File: config.mk
export PLATFORM = sky130hd
export DESIGN_NAME = cbm_pin_mux
export DESIGN_NICKNAME = d
export VERILOG_FILES = /design/src/cbm_pkg.sv /design/src/cbm_mode_ctrl.sv /design/src/cbm_pin_mux.sv /design/src/cbm_wake_gate.sv
export SDC_FILE = /design/constraint.sdc
export NUM_CORES = 1
export LEC_CHECK = 0
export ABC_AREA = 0
export BUFFER_PORTS_ARGS = -buffer_cell sky130_fd_sc_hd__buf_2
export CAP_MARGIN = 40
export CORE_MARGIN = 5
export CORE_UTILIZATION = 41
export DETAILED_ROUTE_END_ITERATION = 8
export PLACE_DENSITY = 0.86
export SETUP_SLACK_MARGIN = 0.3
export SLEW_MARGIN = 20
export SYNTH_ARGS = -nofsm -noshare
export SYNTH_HDL_FRONTEND = slang
export SYNTH_HIERARCHICAL = 1
export SYNTH_SLANG_ARGS = --single-unit
File: constraint.sdc
create_clock -name ref_clk -period 1.6 [get_ports ref_clk]
set_clock_uncertainty 0.1 [all_clocks]
set_input_delay 0.24 -clock ref_clk [delete_from_list [all_inputs] [get_ports ref_clk]]
set_output_delay 0.24 -clock ref_clk [all_outputs]
set_load 0.01 [all_outputs]
File: src/cbm_pkg.sv
// shared constants, modes and pin bundles for the channel b pin mux
package cbm_pkg;

    // ------------------------------------------------------------
    // run-time mode codes
    // ------------------------------------------------------------
    localparam logic [7:0] CODE_CLEAR = 8'h00;
    localparam logic [7:0] CODE_ABB   = 8'h01;
    localparam logic [7:0] CODE_SSE   = 8'h02;
    localparam logic [7:0] CODE_SBB   = 8'h04;
    localparam logic [7:0] CODE_BUS   = 8'h08;
    localparam logic [7:0] CODE_OPTO  = 8'h10;

    // ------------------------------------------------------------
    // nonvolatile main mode field
    // ------------------------------------------------------------
    localparam logic [1:0] CFG_UART = 2'h0;
    localparam logic [1:0] CFG_F245 = 2'h1;
    localparam logic [1:0] CFG_FCPU = 2'h2;
    localparam logic [1:0] CFG_OPTO = 2'h3;

    // ------------------------------------------------------------
    // pin positions
    // ------------------------------------------------------------
    localparam int BB_WR_FIFO = 0;
    localparam int BB_RD_FIFO = 1;
    localparam int BB_WR_UART = 2;
    localparam int BB_RD_UART = 3;
    localparam int OPTO_DIN   = 0;
    localparam int OPTO_CLK   = 1;
    localparam int OPTO_DOUT  = 2;
    localparam int OPTO_CTS   = 3;

    // ------------------------------------------------------------
    // output enable masks and reset values
    // ------------------------------------------------------------
    localparam logic [7:0] OE_LOW_NONE  = 8'h00;
    localparam logic [7:0] OE_LOW_ALL   = 8'hFF;
    localparam logic [7:0] OE_LOW_UART  = 8'h15;
    localparam logic [7:0] OE_LOW_OPTO  = 8'h0C;
    localparam logic [3:0] OE_HIGH_NONE = 4'h0;
    localparam logic [3:0] OE_HIGH_ALL  = 4'hF;
    localparam logic [3:0] OE_HIGH_F245 = 4'h3;
    localparam logic [3:0] OE_HIGH_BBF  = 4'h3;
    localparam logic [3:0] OE_HIGH_BBU  = 4'hC;
    localparam logic [7:0] LOW_RESET    = 8'h00;
    localparam logic [3:0] HIGH_RESET   = 4'hF;

    typedef enum logic [1:0] {MAIN_UART, MAIN_F245, MAIN_FCPU, MAIN_OPTO} cbm_main_t;
    typedef enum logic [2:0] {RUN_NONE, RUN_ABB, RUN_SSE, RUN_SBB, RUN_BUS} cbm_run_t;
    typedef enum logic [2:0] {
        FN_UART, FN_F245, FN_FCPU, FN_OPTO, FN_BBANG, FN_SSE, FN_BUS
    } cbm_fn_t;

    // what the channel cores drive towards the pins
    typedef struct packed {
        logic       serialOut;
        logic       rts_n;
        logic       dtr_n;
        logic       transceiverDriveEnable;
        logic       suspend_n;
        logic       receiveLed_n;
        logic       transmitLed_n;
        logic [7:0] fifoData;
        logic       fifoDrive;
        logic       receiveDataAvailable_n;
        logic       transmitSpaceAvailable_n;
        logic [7:0] bbData;
        logic [7:0] bbDir;
        logic       bbWrite_n;
        logic       bbRead_n;
        logic [7:0] addrHigh;
        logic       busCs_n;
        logic       busAle;
        logic       busRd_n;
        logic       busWr_n;
        logic       optoDataOut;
        logic       optoClearToSend;
    } cbm_core_out_t;

    // what the pins deliver to the channel cores
    typedef struct packed {
        logic       serialIn;
        logic       cts_n;
        logic       dsr_n;
        logic       carrierDetect_n;
        logic       callAlert_n;
        logic [7:0] fifoData;
        logic       fifoRd_n;
        logic       fifoWr;
        logic       cpuCs_n;
        logic       registerSelect;
        logic       cpuRd_n;
        logic       cpuWr_n;
        logic [7:0] bbData;
        logic       optoDataIn;
        logic       optoClock;
    } cbm_core_in_t;

    localparam cbm_core_in_t CORE_IN_IDLE = '{
        serialIn: 1'b1, cts_n: 1'b1, dsr_n: 1'b1, carrierDetect_n: 1'b1,
        callAlert_n: 1'b1, fifoData: 8'h00, fifoRd_n: 1'b1, fifoWr: 1'b0,
        cpuCs_n: 1'b1, registerSelect: 1'b0, cpuRd_n: 1'b1, cpuWr_n: 1'b1,
        bbData: 8'h00, optoDataIn: 1'b1, optoClock: 1'b1
    };

endpackage

File: src/cbm_mode_ctrl.sv
// main mode capture, run-time mode code decode and opto reset hold
`timescale 1ns/10ps
module cbm_mode_ctrl
    import cbm_pkg::*;
(
    input  wire logic       ref_clk,
    input  wire logic       reset_n,
    input  wire logic       cfgPresent,
    input  wire logic       cfgBlank,
    input  wire logic [1:0] cfgMode,
    input  wire logic [7:0] modeCode,
    input  wire logic       modeCodeValid,
    output cbm_main_t       mainMode,
    output cbm_fn_t         activeFn,
    output logic            optoHeld
);
    cbm_run_t runMode;

    // ------------------------------------------------------------
    // main mode from configuration
    // ------------------------------------------------------------
    always_ff @(posedge ref_clk or negedge reset_n) begin
        if (!reset_n) begin
            mainMode <= MAIN_UART;
        end else if (!cfgPresent || cfgBlank) begin
            mainMode <= MAIN_UART;
        end else begin
            case (cfgMode)
                CFG_F245: mainMode <= MAIN_F245;
                CFG_FCPU: mainMode <= MAIN_FCPU;
                CFG_OPTO: mainMode <= MAIN_OPTO;
                default:  mainMode <= MAIN_UART;
            endcase
        end
    end

    // ------------------------------------------------------------
    // run-time code; unknown codes leave the mode as it is
    // ------------------------------------------------------------
    always_ff @(posedge ref_clk or negedge reset_n) begin
        if (!reset_n) begin
            runMode <= RUN_NONE;
        end else if (modeCodeValid) begin
            case (modeCode)
                CODE_CLEAR: runMode <= RUN_NONE;
                CODE_ABB:   runMode <= (mainMode == MAIN_OPTO) ? runMode : RUN_ABB;
                CODE_SSE:   runMode <= RUN_SSE;
                CODE_SBB:   runMode <= (mainMode == MAIN_OPTO) ? runMode : RUN_SBB;
                CODE_BUS:   runMode <= RUN_BUS;
                default:    runMode <= runMode;
            endcase
        end
    end

    always_ff @(posedge ref_clk or negedge reset_n) begin
        if (!reset_n) begin
            optoHeld <= 1'b0;
        end else if (mainMode != MAIN_OPTO) begin
            optoHeld <= 1'b0;
        end else if (modeCodeValid && modeCode == CODE_OPTO) begin
            optoHeld <= 1'b1;
        end else if (modeCodeValid && modeCode == CODE_CLEAR) begin
            optoHeld <= 1'b0;
        end
    end

    // ------------------------------------------------------------
    // effective pin function
    // ------------------------------------------------------------
    always_ff @(posedge ref_clk or negedge reset_n) begin
        if (!reset_n) begin
            activeFn <= FN_UART;
        end else begin
            case (runMode)
                RUN_SSE: activeFn <= FN_SSE;
                RUN_BUS: activeFn <= FN_BUS;
                RUN_ABB, RUN_SBB: begin
                    // guard again: config may turn to opto after the code
                    activeFn <= (mainMode == MAIN_OPTO) ? FN_OPTO : FN_BBANG;
                end
                default: begin
                    case (mainMode)
                        MAIN_F245: activeFn <= FN_F245;
                        MAIN_FCPU: activeFn <= FN_FCPU;
                        MAIN_OPTO: activeFn <= FN_OPTO;
                        default:   activeFn <= FN_UART;
                    endcase
                end
            endcase
        end
    end
endmodule

File: src/cbm_pin_mux.sv
// channel b pin function multiplexer, top level
`timescale 1ns/10ps
// How it works
// mode code 0 clears, 1 async bang, 2 sync engine, 4 sync bang, 8 bus, 10 opto
// in opto mode, code 10 holds opto in reset, code 0 releases it
// uart, fifo, cpu fifo, opto from config; others only by mode code
// sync serial engine lives on channel a; channel b pins stay idle
// bus emulation: low port high address, high port cs, ale, rd, wr
// opto uses low pins 0-3: data in, clock, data out, clear-to-send
// fifo main modes put bang write on high pin 0, read on 1
// no bit-bang on channel b while opto mode is enabled
// uart main mode puts bang write on high pin 2, read on 3
// wake pin works in uart, fifo, bang, opto; not in engine, bus, cpu
// uart pin map: modem lines on low port, enable, suspend, leds high
// fifo mode: low port data, high pins rx avail, tx space, rd, wr
// cpu fifo mode: low port data, high pins cs, select, rd, wr
// missing or blank config gives uart mode
module cbm_pin_mux
    import cbm_pkg::*;
(
    input  wire logic       ref_clk,
    input  wire logic       reset_n,
    input  wire logic       cfgPresent,
    input  wire logic       cfgBlank,
    input  wire logic [1:0] cfgMode,
    input  wire logic [7:0] modeCode,
    input  wire logic       modeCodeValid,
    input  cbm_core_out_t   coreOut,
    output cbm_core_in_t    coreIn,
    input  wire logic [7:0] lowIn,
    output logic      [7:0] lowOut,
    output logic      [7:0] lowOe,
    input  wire logic [3:0] highIn,
    output logic      [3:0] highOut,
    output logic      [3:0] highOe,
    input  wire logic       sendNowWakeupB,
    output logic            wakeToCore,
    output cbm_fn_t         fnNow,
    output logic            optoResetHold
);
    cbm_main_t mainMode;
    cbm_fn_t   activeFn;
    logic      optoHeld;

    // ------------------------------------------------------------
    // mode control
    // ------------------------------------------------------------
    cbm_mode_ctrl u_mode (
        .ref_clk       (ref_clk),
        .reset_n       (reset_n),
        .cfgPresent    (cfgPresent),
        .cfgBlank      (cfgBlank),
        .cfgMode       (cfgMode),
        .modeCode      (modeCode),
        .modeCodeValid (modeCodeValid),
        .mainMode      (mainMode),
        .activeFn      (activeFn),
        .optoHeld      (optoHeld)
    );

    cbm_wake_gate u_wake (
        .ref_clk        (ref_clk),
        .reset_n        (reset_n),
        .activeFn       (activeFn),
        .sendNowWakeupB (sendNowWakeupB),
        .wakeToCore     (wakeToCore)
    );

    // ------------------------------------------------------------
    // status
    // ------------------------------------------------------------
    always_ff @(posedge ref_clk or negedge reset_n) begin
        if (!reset_n) begin
            fnNow         <= FN_UART;
            optoResetHold <= 1'b0;
        end else begin
            fnNow         <= activeFn;
            optoResetHold <= optoHeld;
        end
    end

    // ------------------------------------------------------------
    // pin drive; all pins float during reset
    // ------------------------------------------------------------
    always_ff @(posedge ref_clk or negedge reset_n) begin
        if (!reset_n) begin
            lowOut  <= LOW_RESET;
            lowOe   <= OE_LOW_NONE;
            highOut <= HIGH_RESET;
            highOe  <= OE_HIGH_NONE;
        end else begin
            case (activeFn)
                FN_UART: begin
                    lowOut  <= {3'b000, coreOut.dtr_n, 1'b0, coreOut.rts_n,
                                1'b0, coreOut.serialOut};
                    lowOe   <= OE_LOW_UART;
                    highOut <= {coreOut.transmitLed_n, coreOut.receiveLed_n,
                                coreOut.suspend_n, coreOut.transceiverDriveEnable};
                    highOe  <= OE_HIGH_ALL;
                end
                FN_F245: begin
                    lowOut  <= coreOut.fifoData;
                    lowOe   <= coreOut.fifoDrive ? OE_LOW_ALL : OE_LOW_NONE;
                    highOut <= {2'b11, coreOut.transmitSpaceAvailable_n,
                                coreOut.receiveDataAvailable_n};
                    highOe  <= OE_HIGH_F245;
                end
                FN_FCPU: begin
                    // host owns every control line here
                    lowOut  <= coreOut.fifoData;
                    lowOe   <= coreOut.fifoDrive ? OE_LOW_ALL : OE_LOW_NONE;
                    highOut <= HIGH_RESET;
                    highOe  <= OE_HIGH_NONE;
                end
                FN_BBANG: begin
                    lowOut  <= coreOut.bbData;
                    lowOe   <= coreOut.bbDir;
                    highOut <= HIGH_RESET;
                    if (mainMode == MAIN_UART) begin
                        highOut[BB_WR_UART] <= coreOut.bbWrite_n;
                        highOut[BB_RD_UART] <= coreOut.bbRead_n;
                        highOe              <= OE_HIGH_BBU;
                    end else begin
                        highOut[BB_WR_FIFO] <= coreOut.bbWrite_n;
                        highOut[BB_RD_FIFO] <= coreOut.bbRead_n;
                        highOe              <= OE_HIGH_BBF;
                    end
                end
                FN_BUS: begin
                    lowOut  <= coreOut.addrHigh;
                    lowOe   <= OE_LOW_ALL;
                    highOut <= {coreOut.busWr_n, coreOut.busRd_n,
                                coreOut.busAle, coreOut.busCs_n};
                    highOe  <= OE_HIGH_ALL;
                end
                FN_OPTO: begin
                    // a held link idles its outputs high so the far end sees no start
                    lowOut            <= LOW_RESET;
                    lowOut[OPTO_DOUT] <= optoHeld | coreOut.optoDataOut;
                    lowOut[OPTO_CTS]  <= optoHeld | coreOut.optoClearToSend;
                    lowOe             <= OE_LOW_OPTO;
                    highOut           <= HIGH_RESET;
                    highOe            <= OE_HIGH_NONE;
                end
                default: begin
                    // engine mode has no channel b pins
                    lowOut  <= LOW_RESET;
                    lowOe   <= OE_LOW_NONE;
                    highOut <= HIGH_RESET;
                    highOe  <= OE_HIGH_NONE;
                end
            endcase
        end
    end

    // ------------------------------------------------------------
    // pin sampling towards the cores; unused lines read idle
    // ------------------------------------------------------------
    always_ff @(posedge ref_clk or negedge reset_n) begin
        if (!reset_n) begin
            coreIn <= CORE_IN_IDLE;
        end else begin
            coreIn <= CORE_IN_IDLE;
            case (activeFn)
                FN_UART: begin
                    coreIn.serialIn        <= lowIn[1];
                    coreIn.cts_n           <= lowIn[3];
                    coreIn.dsr_n           <= lowIn[5];
                    coreIn.carrierDetect_n <= lowIn[6];
                    coreIn.callAlert_n     <= lowIn[7];
                end
                FN_F245: begin
                    coreIn.fifoData <= lowIn;
                    coreIn.fifoRd_n <= highIn[2];
                    coreIn.fifoWr   <= highIn[3];
                end
                FN_FCPU: begin
                    coreIn.fifoData       <= lowIn;
                    coreIn.cpuCs_n        <= highIn[0];
                    coreIn.registerSelect <= highIn[1];
                    coreIn.cpuRd_n        <= highIn[2];
                    coreIn.cpuWr_n        <= highIn[3];
                end
                FN_BBANG: begin
                    coreIn.bbData <= lowIn;
                end
                FN_OPTO: begin
                    // inputs frozen idle while held so the engine sees no clock
                    if (!optoHeld) begin
                        coreIn.optoDataIn <= lowIn[OPTO_DIN];
                        coreIn.optoClock  <= lowIn[OPTO_CLK];
                    end
                end
                default: begin
                    coreIn <= CORE_IN_IDLE;
                end
            endcase
        end
    end
endmodule

File: src/cbm_wake_gate.sv
// send-now / wake pin gating by pin function
`timescale 1ns/10ps
module cbm_wake_gate
    import cbm_pkg::*;
(
    input  wire logic ref_clk,
    input  wire logic reset_n,
    input  cbm_fn_t   activeFn,
    input  wire logic sendNowWakeupB,
    output logic      wakeToCore
);
    logic wakeAvail;

    // pin is active low, so idle high when the mode hides it
    assign wakeAvail = (activeFn == FN_UART) || (activeFn == FN_F245) ||
                       (activeFn == FN_BBANG) || (activeFn == FN_OPTO);

    always_ff @(posedge ref_clk or negedge reset_n) begin
        if (!reset_n) begin
            wakeToCore <= 1'b1;
        end else begin
            wakeToCore <= wakeAvail ? sendNowWakeupB : 1'b1;
        end
    end
endmodule

# Yosys cells after proc, flatten, opt, wreduce, memory -nomap -nowiden
# Index checks and enable logic that the tools add are counted.
# classes
eq_ne	23
mux	27
bitwise	2
n_reduce_logical	16
# op_table
op	n
$pmux W8 S5	2
$mux W8	3
$pmux W4 S4	1
$pmux W3 S5	1
$eq A3 B2 Y1 const B	4
$mux W2	6
$pmux W2 S3	2
$pmux W4 S3	1
$eq A3 B3 Y1 const B	3
$mux W3	3
$pmux W3 S3	1
$eq A2 B2 Y1 const B	4
$eq A8 B1 Y1 const B	1
$eq A8 B2 Y1 const B	1
$eq A8 B3 Y1 const B	1
$eq A8 B4 Y1 const B	1
$eq A8 B5 Y1 const B	1
$logic_not A8 Y1	1
$mux W4	2
$eq A3 B1 Y1 const B	2
$ne A2 B2 Y1 const B	3
$reduce_or A2 Y1	3
$mux W5	1
$reduce_bool A5 Y1	1
other kinds (10)	19
# word_totals
regBits	67
word_cells	94

# Depth between registers and ports, before layout
# Gate-level depths: netlist (run 1).
# logic_depth
word_depth	5
depth_mapped	6
ltp_nobuf	4

# Cells and area by module
# The synthesis (run 1) kept the hierarchy.
# by_module_without_submodules
mod	n_inst	cells_each	area_each_um2	seq_area_each_um2
cbm_pin_mux	1	188	2245.9	1395.1
cbm_mode_ctrl	1	45	467.9	225.2
cbm_wake_gate	1	3	41.3	26.3

# Worst setup path after synthesis (run 1)
# Ideal clock, no wire load.
# synth_path
kind	input port to flip-flop
startpoint	in modeCode[5]
endpoint	reg u_mode.runMode[2]
setup_time_ns	0.079
arrival_time_ns	1.391
required_time_ns	1.421
slack_ns	0.029
stages	4
path_buffers	0
path_cell_list	or4b_4 a311oi_2 o21a_2 mux2i_1
# synth_between
elab_chain_len	3
word_cells_on_any_way	10
classes_between	6 x eq/ne; 1 x mux; 3 x reduce/logical
# synth_lines
element	line_no	source
start, declared	cbm_pin_mux.sv:26	input wire logic [7:0] modeCode,
$eq A8 B1 Y1, or another cell as far along	cbm_mode_ctrl.sv:44	case (modeCode)
$reduce_bool A5 Y1 (no line) / $ne A2 B2 Y1 (equally long branches)	-	
$reduce_and A4 Y1 (no line)	-	
end signal, assigned	cbm_mode_ctrl.sv:46	CODE_ABB: runMode <= (mainMode == MAIN_OPTO) ? runMode : RUN_ABB;
end signal, assigned	cbm_mode_ctrl.sv:48	CODE_SBB: runMode <= (mainMode == MAIN_OPTO) ? runMode : RUN_SBB;
end signal, assigned	cbm_mode_ctrl.sv:50	default: runMode <= runMode;
end, declared	cbm_mode_ctrl.sv:17	cbm_run_t runMode;
# Parallel ways exist; a longest one is shown, timed or not.
# A chain may end at the register's enable or synchronous reset.

# Worst setup path after layout (run 1)
# layout_path
startpoint	reg u_mode.activeFn[1]
endpoint	reg lowOut[0]
# layout_between
elab_chain_len	3
word_cells_on_any_way	8
classes_between	5 x eq/ne; 1 x mux; 2 x reduce/logical
# layout_lines
element	line_no	source
start, declared	cbm_mode_ctrl.sv:14	output cbm_fn_t activeFn,
start signal, assigned	cbm_mode_ctrl.sv:79	activeFn <= (mainMode == MAIN_OPTO) ? FN_OPTO : FN_BBANG;
$eq A3 B2 Y1 / $eq A3 B1 Y1 (equally long branches)	cbm_pin_mux.sv:92	case (activeFn)
$reduce_or A2 Y1 (no line)	-	
$pmux W8 S5 *	cbm_pin_mux.sv:92	
end signal, assigned	cbm_pin_mux.sv:94	lowOut <= {3'b000, coreOut.dtr_n, 1'b0, coreOut.rts_n,
end signal, assigned	cbm_pin_mux.sv:102	lowOut <= coreOut.fifoData;
end signal, assigned	cbm_pin_mux.sv:110	lowOut <= coreOut.fifoData;
end, declared	cbm_pin_mux.sv:31	output logic [7:0] lowOut,
# Mark *: on every way between the ends. The rest lies on a longest branch, timed or not.

==> flow_summary.toml, run 1 <==
[status]
status = "finished clean"

[pwr]
design_power_total_uw = 6130
power_leakage_uw = 0.00213
powerDensity_nw_per_um2 = 1390
ir_drop_mv = 0.753

[timing]
fin_hold_ws_ps = 20.5
relSlewSlack_pct = 75.7
fin_crit_sh_pct = 91.8
setup_viol_count_final = 0
layout_min_cycle_time_ps = 1470
grt_setup_unrepaired = "true"
drv_slew = 0
worst_pin_slew_ps = 364
fmaxAchievable_mhz = 681
hold_viol = 0

[cts]
numCtsBuffers = 9
h-tree-depth = 3
cts_sinks = 65
clk_latency_ps = 330
path_clk_slew_ps = 70
clockBufferDepth = 2
cts_tree = "yes"
clock-root-buffer = "clkbuf_8"

[floorplanning]
rows = 29
ios = 136
die-area_um2 = 8460
coreArea_um2 = 6460
initial_utilization_pct = 42.7
die_y_um = 92.0
die_w_um = 92.0

[synth]
synthTopCellsByArea = "dfrtp_1 (45%), dfstp_2 (15%), and2_1 (3.9%)"
async_reset_ff_share_pct = 100
syn_nets = 314
yosysWarnings = 6
synthCells = 236
synth_cell_types = 53
ys.flop_type = "dfrtp_1"
seq_area_frac_synth_pct = 59.8
yosys.area.top_type_share_pct = 44.5
ys_ff_latch = 65
synth_area_um2 = 2760
synth.avg_cell_area_um2 = 11.7
synth_edf_count = 0
synth.largest_area_cell = "dfrtp_1"

[job]
maxCapViolCount = 0

[setup_path]
crit_path_end_kind = "register"
cp_max_fo = 6
cp.required_ps = 1720
cp_data_arrival_time_ps = 1590
reg2regPathDepth = 3
worstSetupPathType = "reg -> reg"
cp-start-kind = "register"

[final_layout]
drive_gt1_share_pct = 60.3
finalNetCount = 484
area_growth_pct = 59.6
nFillCells = 501
diodes = 0

[hold_path]
min_path_type = "in -> reg"
whs_path_depth = 2

[route]
num_vias = 2489
drt.antenna.violating_nets = 0
postRouteWirelength_mm = 8.16
initialDrtViolationCount = 95
dr.pass1.iters = 5
avgRoutedWirePerCell_um = 16.7
drc = 0
vias_per_cell = 5.10

[place]
port_buffers = 135
gp_congestion = 0.826
dp_hpwl_mm = 5.62

[global_route]
grt_max_degree = 66
grt_first_pass_wirelength_mm = 12.4
grt_use_total_pct = 18.8
antenna_found_initial = 0
gr-total-overflow = 0
grt_pass1_vias = 2633
per-stage QoR:
step	utilization [%]	instance area [um^2]	setup slack, ps	TNS [ps]	instances
2_1_floorplan	-	2790	81.5	0	236
3_3_place_gp	55.9	3610	-57.0	-121	449
3_5_place_dp	55.9	3610	-123	-313	449
4_1_cts	64.5	4170	147	0	479
5_1_grt	68.1	4400	84.3	0	488
6_report	68.1	4400	131	0	488
flip-flops by register name, indices dropped and copies added, names as in the netlist:
register and flops:
highOe 2, u_mode/runMode 3, u_wake/wakeToCore 1, u_mode/mainMode 2, coreIn 29, optoResetHold 1, fnNow 3, u_mode/optoHeld 1
lowOut 8, highOut 4, u_mode/activeFn 3, lowOe 8
worst paths after layout:
check	slack (ps)	to	from
worst max-delay path	130	lowOut[0]	u_mode/activeFn[1]
worst min-delay path	20	coreIn[13]	highIn[0]
worst max register to register	130	lowOut[0]	u_mode/activeFn[1]
worst min register to register	430	u_mode/activeFn[1]	u_mode/runMode[1]
max in group asynchronous	730	highOut[0]	reset_n
min in group asynchronous	360	lowOe[2]	reset_n
logic make-up (layout without fill, tap and decap cells):
group | count (synthesis) | in the layout | synth area share (%)
muxes | 8 | 8 | 3.86
xor gates and xnor gates | 2 | 2 | 0.636
AOI/OAI and AO/OA | 62 | 62 | 15.3
DFF | 65 | 65 | 59.8
and+or+nand+nor | 78 | 78 | 16.7
buffers and inverters | 21 | 196 | 3.81
placed cells by master (no fill, tap or decap), types with 3 or more instances in the layout:
cell,Yosys,layout
buf_4,2,21
dfstp_2,16,16
a211oi_1,3,3
nor2_1,12,8
nor3_1,7,6
nand2_1,5,5
a32oi_1,4,4
a21oi_1,15,12
buf_2,9,119
buf_12,0,6
clkinvlp_4,0,3
o21ai_0,14,8
o21ai_1,0,6
mux2i_1,5,5
nor2_4,0,3
nor2b_2,0,3
dfrtp_2,0,3
and2_1,17,11
dlygate4sd3_1,0,3
nand2b_4,0,6
dfrtp_1,49,46
buf_6,1,20
clkbuf_8,0,9
inv_1,7,6
and2_4,0,6
and3b_1,3,3
or3_1,6,5
repair_timing:
action                                 CTS  global route
gates resized for setup                 50            31
setup buffers                           10             7
pin swaps                                9             7
hold buffers                             3             0
setup endpoints to repair               68            69
endpoints found under the hold margin   51             0
gates cloned                             1             2
layout make-up:
type / count / area [um^2] / area share [%]
Clock inverter: 7 / 71.3 / 1.62
Tap cell: 77 / 96.3 / 2.19
Inverter: 7 / 28.8 / 0.655
Multi-Input combinational cell: 150 / 1200 / 27.4
Clock buffer: 9 / 124 / 2.82
Sequential cell: 65 / 1650 / 37.5
Timing Repair Buffer: 173 / 1220 / 27.8
cell usage after synthesis (all sizes together) (2+ instances only):
master / number
nand2: 5
o21ai: 14
mux2i: 5
buf: 12
nand2b: 8
dfstp: 16
nor2: 12
nand3: 2
nor3: 7
o21a: 4
or2b: 2
a2111oi: 2
o311ai: 2
nor2b: 7
or3: 6
dfrtp: 49
and2: 18
a211oi: 3
a21oi: 15
clkbuf: 2
mux4: 2
o32ai: 2
a32oi: 4
or4b: 2
inv: 7
o22ai: 3
and3b: 3
a32o: 2
power by group:
| group | internal (uW) | switching, uW | leakage [uW] |
|---|---|---|---|
| sequential | 2090 | 205 | 0.000792 |
| combinational | 1320 | 1160 | 0.00125 |
| clock | 715 | 638 | 0.0000912 |
| total | 4120 | 2010 | 0.00213 |
critical path: stages (launching register included):
cell,delay [ps]
dfrtp_2,430
buf_12,130
mux4_2,490
a32o_1,210
per-layer routing:
layer | vias to the layer above | global-route usage [%] | wire length, um
met5 | - | 0 | 0
li1 | 1185 | - | -
met4 | 0 | 7.43 | 195
met1 | 1175 | 21.8 | 3090
met3 | 17 | 5.81 | 570
met2 | 112 | 32.5 | 4300
No activity file was read; power rests on OpenSTA's default activity.
==> run 2: changes to the inputs <==
Settings changed: CORE_UTILIZATION 41 to 43, CTS_BUF_LIST from default to sky130_fd_sc_hd__clkbuf_2, HOLD_SLACK_MARGIN from default to 0.1, PLACE_DENSITY 0.86 to 0.89.
==> run 2 against run 1 <==
  * The flow now finishes with violations (hold timing, setup timing)
  * Sequential share of layout area down 8.4 points
  * Register-to-register slack got worse by 120 ps
  * Die area fell by 4.2%
  * Global-route usage up 7.7 points
  * Count of clock-buffer cells in the layout unchanged
  * Combinational power increased by 44%
  * Wire length is 72% higher
  * Power rose by 19%
  * Largest cell class is now buffers
==> flow_summary.toml, run 2 (synthesis gave the netlist of run 1 again) <==
[status]
status = "finished, violations left"
violations = "hold timing, setup timing"

[route]
avgRoutedWirePerCell_um = 23.9
num_vias = 3359
postRouteWirelength_mm = 14.0
dr.pass1.iters = 4
vias_per_cell = 5.74
drc = 0
initialDrtViolationCount = 239
drt.antenna.violating_nets = 0

[place]
gp_congestion = 0.812
dp_hpwl_mm = 5.63
port_buffers = 135
preCtsSetupSlack_ps = -106

[setup_path]
worst-path-buf-inv = 1
max_stage_delay_ps = 590
cp_max_fo = 1
reg2regPathDepth = 4
cp.required_ps = 1260
worstPathCellList = "buf_6"
cp-start-kind = "register"
worstSetupPathType = "reg -> out"
r2r_end = "u_mode/runMode[2]"
cp_data_arrival_time_ps = 1290
cp_top_family = "flip-flops"
cp_slowest_cell = "dfstp_2"
crit_path_end_kind = "primary output"
r2r_setup_slack_ps = 10
worstReg2RegStart = "u_mode/mainMode[0]"

[timing]
worst_pin_slew_ps = 368
fin_hold_ws_ps = -63.9
fmaxAchievable_mhz = 614
grt_setup_unrepaired = "true"
fin_ws_ps = -28.3
layout_min_cycle_time_ps = 1630
relSlewSlack_pct = 75.4
hold_viol = 1
fin_crit_sh_pct = 102
drv_slew = 0
setup_viol_count_final = 2

[final_layout]
layout.cells.most_common = "buf_2"
largest-register = "coreIn"
finalNetCount = 581
area_growth_pct = 106
largest_reg_flops = 29
final_cell_mix = "buf_2 (115), dlygate4sd3_1 (75), buf_6 (50), dfrtp_1 (46), buf_4 (21)"
top_regs = "coreIn: 29 flops, lowOe: 8 flops, lowOut: 8 flops"
diodes = 0
drive_gt1_share_pct = 62.0

[floorplanning]
die-area_um2 = 8110
die_w_um = 90.0
ios = 136
die_y_um = 90.0
initial_utilization_pct = 43.9
rows = 29
coreArea_um2 = 6280

[global_route]
grt_first_pass_wirelength_mm = 16.8
grt_use_total_pct = 26.5
gr-total-overflow = 0
grt_max_degree = 66
antenna_found_initial = 0
grt_pass1_vias = 3328

[pwr]
ir_drop_mv = 0.998
switchingPower_uw = 2670
power_leakage_uw = 0.00265
power.internal_uw = 4630
powerDensity_nw_per_um2 = 1290
pwr-share-comb_pct = 48.8
switching_share_pct = 36.6
power_frac_clock_pct = 19.1
seqPwrFrac_pct = 32.1

[cts]
clk_latency_ps = 600
h-tree-depth = 3
cts_tree = "yes"
numCtsBuffers = 9
cts_sinks = 65
clock-root-buffer = "clkbuf_2"
path_clk_slew_ps = 260
clockBufferDepth = 2

[hold_path]
min_path_type = "in -> reg"
hp-start = "modeCode[5]"
whs_path_depth = 5
whs_endpoint = "u_mode/runMode[1]"

[job]
maxCapViolCount = 0
-- run 2: layer usage --
layer  part of all wire (%)  GRT usage, %  up-vias
met2                     52          47.0      259
met5                      0             0        -
met4                    5.9          14.9        0
met1                     34          27.3     1645
met3                    7.5          8.43       79
li1                       -             -     1376
-- run 2: layout make-up --
cell class                 count  area (um^2)
clock inverter                 7          118
sequential                    65         1650
clock buffer                   9         45.0
inverter                       7         35.0
timing repair buffer         270         2230
tap                           77         96.3
fill                         239          609
multi-input combinational    150         1500
-- run 2: worst max path at each step --
stage                 startpoint                 to  slack (ps)  cells after the start
2_1_floorplan        modeCode[5]  u_mode/runMode[2]          80                      4
3_3_place_gp         modeCode[5]  u_mode/runMode[2]         -50                      5
3_5_place_dp         modeCode[5]  u_mode/runMode[2]        -110                      5
4_1_cts                coreIn[1]          coreIn[1]          70                      1
5_1_grt        u_wake/wakeToCore         wakeToCore         -50                      1
6_report       u_wake/wakeToCore         wakeToCore         -30                      1
-- run 2: through the flow --
| stage | instances | power [uW] | instance area, um^2 | utilization (%) | TNS [ps] |
|---|---|---|---|---|---|
| final | 585 | 7300 | 5670 | 90.3 | -30.2 |
| after CTS | 563 | 6410 | 5150 | 82.1 | 0 |
| after global placement | 450 | 3990 | 3620 | 57.7 | -112 |
| after global routing | 585 | 7550 | 5670 | 90.3 | -289 |
| after detailed placement | 450 | 4070 | 3620 | 57.7 | -232 |
| after floorplan | 236 | 3270 | 2790 | - | 0 |
-- run 2: power by group through the flow --
stage / registers [uW] / clock network (uW) / logic, uW
after detailed placement: 2290 / 0 / 1780
after CTS: 2290 / 1320 / 2810
final: 2340 / 1400 / 3560
after global placement: 2270 / 0 / 1730
after global routing: 2370 / 1470 / 3710
after floorplan: 2440 / 0 / 829
-- run 2: what timing repair did --
action,CTS,global route
buffers inserted,26,15
hold endpoints to repair,121,7
cloned,3,0
gates resized for setup,109,73
setup endpoints to repair,111,112
hold buffers,68,7
pin swaps,25,27
==> run 3: changes to the inputs <==
Settings changed: PLACE_DENSITY 0.89 to 0.88, SYNTH_HIERARCHICAL 1 to default.
==> run 3 against run 2 <==
  * The flow now finishes without violations
  * Power is 19% lower
  * Register-to-register slack better by 30 ps
  * Final cell count down 3.2%
  * First-iteration DRC count fell by 27%
  * Highest routed layer unchanged
  * Die area increased by 2.6%
  * Worst hold slack improved by 150 ps
  * Non-clock buffer count down 23
  * Largest power group unchanged
==> flow_summary.toml, run 3 <==
[floorplanning]
initial_utilization_pct = 44.4
die_y_um = 91.2
ios = 136
coreArea_um2 = 6390
rows = 29
die-area_um2 = 8320
die_w_um = 91.2

[synth]
synth_area_um2 = 2840
ys_ff_latch = 65
synth_common_cells = "dfrtp_1 (49), and2_1 (16), dfstp_2 (16)"
synth.avg_cell_area_um2 = 11.7
yosys.area.top_type_share_pct = 43.2
synth.largest_area_cell = "dfrtp_1"
seq_area_frac_synth_pct = 58.1
yosysMostFrequentCell = "dfrtp_1"
synthCells = 243
syn_nets = 321
synth_edf_count = 0
synth_cell_types = 48
yosysWarnings = 0
synthTopCellsByArea = "dfrtp_1 (43%), dfstp_2 (15%), and2_1 (3.5%)"
async_reset_ff_share_pct = 100
ys.flop_type = "dfrtp_1"

[route]
initialDrtViolationCount = 174
drc = 0
avgRoutedWirePerCell_um = 22.2
num_vias = 3146
dr.pass1.iters = 4
drt.antenna.violating_nets = 0
postRouteWirelength_mm = 12.5
vias_per_cell = 5.56

[place]
port_buffers = 135
gp_congestion = 0.819
dp_hpwl_mm = 5.76
preCtsSetupSlack_ps = 47.7

[final_layout]
nFillCells = 274
top_regs = "coreIn: 29 flops, lowOe: 8 flops, lowOut: 8 flops"
drive_gt1_share_pct = 58.5
finalNetCount = 562
largest-register = "coreIn"
largest_reg_flops = 29
final_cell_mix = "buf_2 (106), dlygate4sd3_1 (72), dfrtp_1 (47), buf_6 (45), dfstp_2 (16)"
layout.cells.most_common = "buf_2"
area_growth_pct = 92.9
diodes = 0
final_util_pct = 85.6
multi_input_comb_area_um2 = 1520
register_area_um2 = 1650

[setup_path]
cp_data_arrival_time_ps = 1230
cp_top_family = "flip-flops"
cp.required_ps = 1260
r2r_end = "lowOut[6]"
r2r_setup_slack_ps = 40
cp-start-kind = "register"
max_stage_delay_ps = 590
cp_slowest_cell = "dfstp_2"
reg2regPathDepth = 5
cp_max_fo = 1
crit_path_end_kind = "primary output"
worst-path-buf-inv = 1
cp_num_cells = 1
worstReg2RegStart = "u_mode.activeFn[2]"
worstPathCellList = "buf_6"
worstSetupPathType = "reg -> out"

[hold_path]
whs_endpoint = "u_mode.runMode[2]"
hp-start = "modeCode[5]"
min_path_type = "in -> reg"
whs_path_depth = 4

[pwr]
powerDensity_nw_per_um2 = 1080
seqPwrFrac_pct = 37.2
power_leakage_uw = 0.00259
power_frac_clock_pct = 15.0
switching_share_pct = 36.5
switchingPower_uw = 2150
power.internal_uw = 3750
pwr-share-comb_pct = 47.7
ir_drop_mv = 0.843

[cts]
cts_sinks = 65
h-tree-depth = 3
numCtsBuffers = 9
cts_tree = "yes"
path_clk_slew_ps = 230
clk_latency_ps = 510
clockBufferDepth = 2
clock-root-buffer = "clkbuf_2"

[timing]
layout_min_cycle_time_ps = 1570
drv_slew = 0
fin_ws_ps = 26.1
grt_setup_unrepaired = "true"
relSlewSlack_pct = 70.6
setup_viol_count_final = 0
worst_pin_slew_ps = 440
hold_viol = 0
fmaxAchievable_mhz = 635
fin_crit_sh_pct = 98.4

[global_route]
grt_pass1_vias = 3406
grt_first_pass_wirelength_mm = 17.4
grt_max_degree = 55
gr-total-overflow = 0
grt_use_total_pct = 26.6
antenna_found_initial = 0

[status]
status = "finished clean"

[job]
maxCapViolCount = 0
[run 3: changes by cell type after synthesis, sizes merged, moves of 3 or more]
cell | before | now
a21oi | 15 | 11
a22oi | 1 | 5
clkbuf | 2 | 9
mux2i | 5 | 0
inv | 7 | 11
o21ai | 14 | 11
o21bai | 1 | 4
o32ai | 2 | 9
o2bb2ai | 0 | 3
buf | 12 | 8
mux2 | 1 | 4
a32oi | 4 | 0
nand2b | 8 | 13
[run 3: power groups by stage]
stage | logic [uW] | clock network (uW) | registers (uW)
finish | 2820 | 887 | 2200
global route | 2960 | 967 | 2220
CTS | 2250 | 858 | 2160
detailed placement | 1440 | 0 | 2190
global placement | 1400 | 0 | 2180
floorplan | 730 | 0 | 2290
[run 3: kinds of logic after synthesis]
logic type / count (synthesis) / share of synthesized area [%]
buf+inv: 28 / 4.24
xor+xnor: 1 / 0.309
simple gates: 75 / 15.9
mux: 6 / 3.18
flops: 65 / 58.1
compound gates: 68 / 18.3
[run 3: worst max-delay path by stage]
stage                            start                end  slack (ps)
finish                      coreIn[15]         coreIn[15]          30
CTS                         highOut[0]         highOut[0]          50
detailed placement         modeCode[6]  u_mode.runMode[2]          50
global route                coreIn[15]         coreIn[15]         -20
global placement           modeCode[6]  u_mode.runMode[2]          90
floorplan           u_mode.mainMode[1]  u_mode.runMode[2]         200
[run 3: worst register-to-register path: stages (launching register included)]
cell	delay, ps
dfrtp_4	560
buf_6	150
buf_6	130
mux2_4	300
a22oi_2	150
o32ai_1	110
[run 3: metrics by stage]
stage               instance area, um^2  setup TNS [ps]  hold slack, ps  power, uW  std cells
floorplan                          2900               0            -156       3020        243
global placement                   3690               0            40.7       3580        455
detailed placement                 3690               0            39.0       3630        455
CTS                                5060               0            58.6       5270        561
global route                       5470           -66.6            63.6       6150        566
finish                             5470               0            85.3       5900        566
[run 3: what timing repair did]
item                                    in CTS  in global routing
buffers inserted                            14                  4
resized for setup                           82                 75
cloned                                       2                  1
endpoints found under the hold margin      121                  6
hold buffers                                74                  2
pin swaps                                   24                 18
endpoints found under the setup margin     100                118
[run 3: metal layers]
layer | up-vias | track usage, % | routed length, um
met4 | 0 | 13.2 | 587
li1 | 1359 | - | -
met5 | - | 0 | 0
met1 | 1565 | 28.4 | 4520
met2 | 172 | 47.3 | 6560
met3 | 50 | 8.10 | 878
[run 3: final cells by class]
| cell class | count | share of cell area (%) |
|---|---|---|
| timing repair buffer | 247 | 37.7 |
| sequential | 65 | 30.2 |
| multi-input combinational | 150 | 27.9 |
| tap | 77 | 1.76 |
| clock inverter | 7 | 0.847 |
| clock buffer | 9 | 0.824 |
| inverter | 11 | 0.755 |
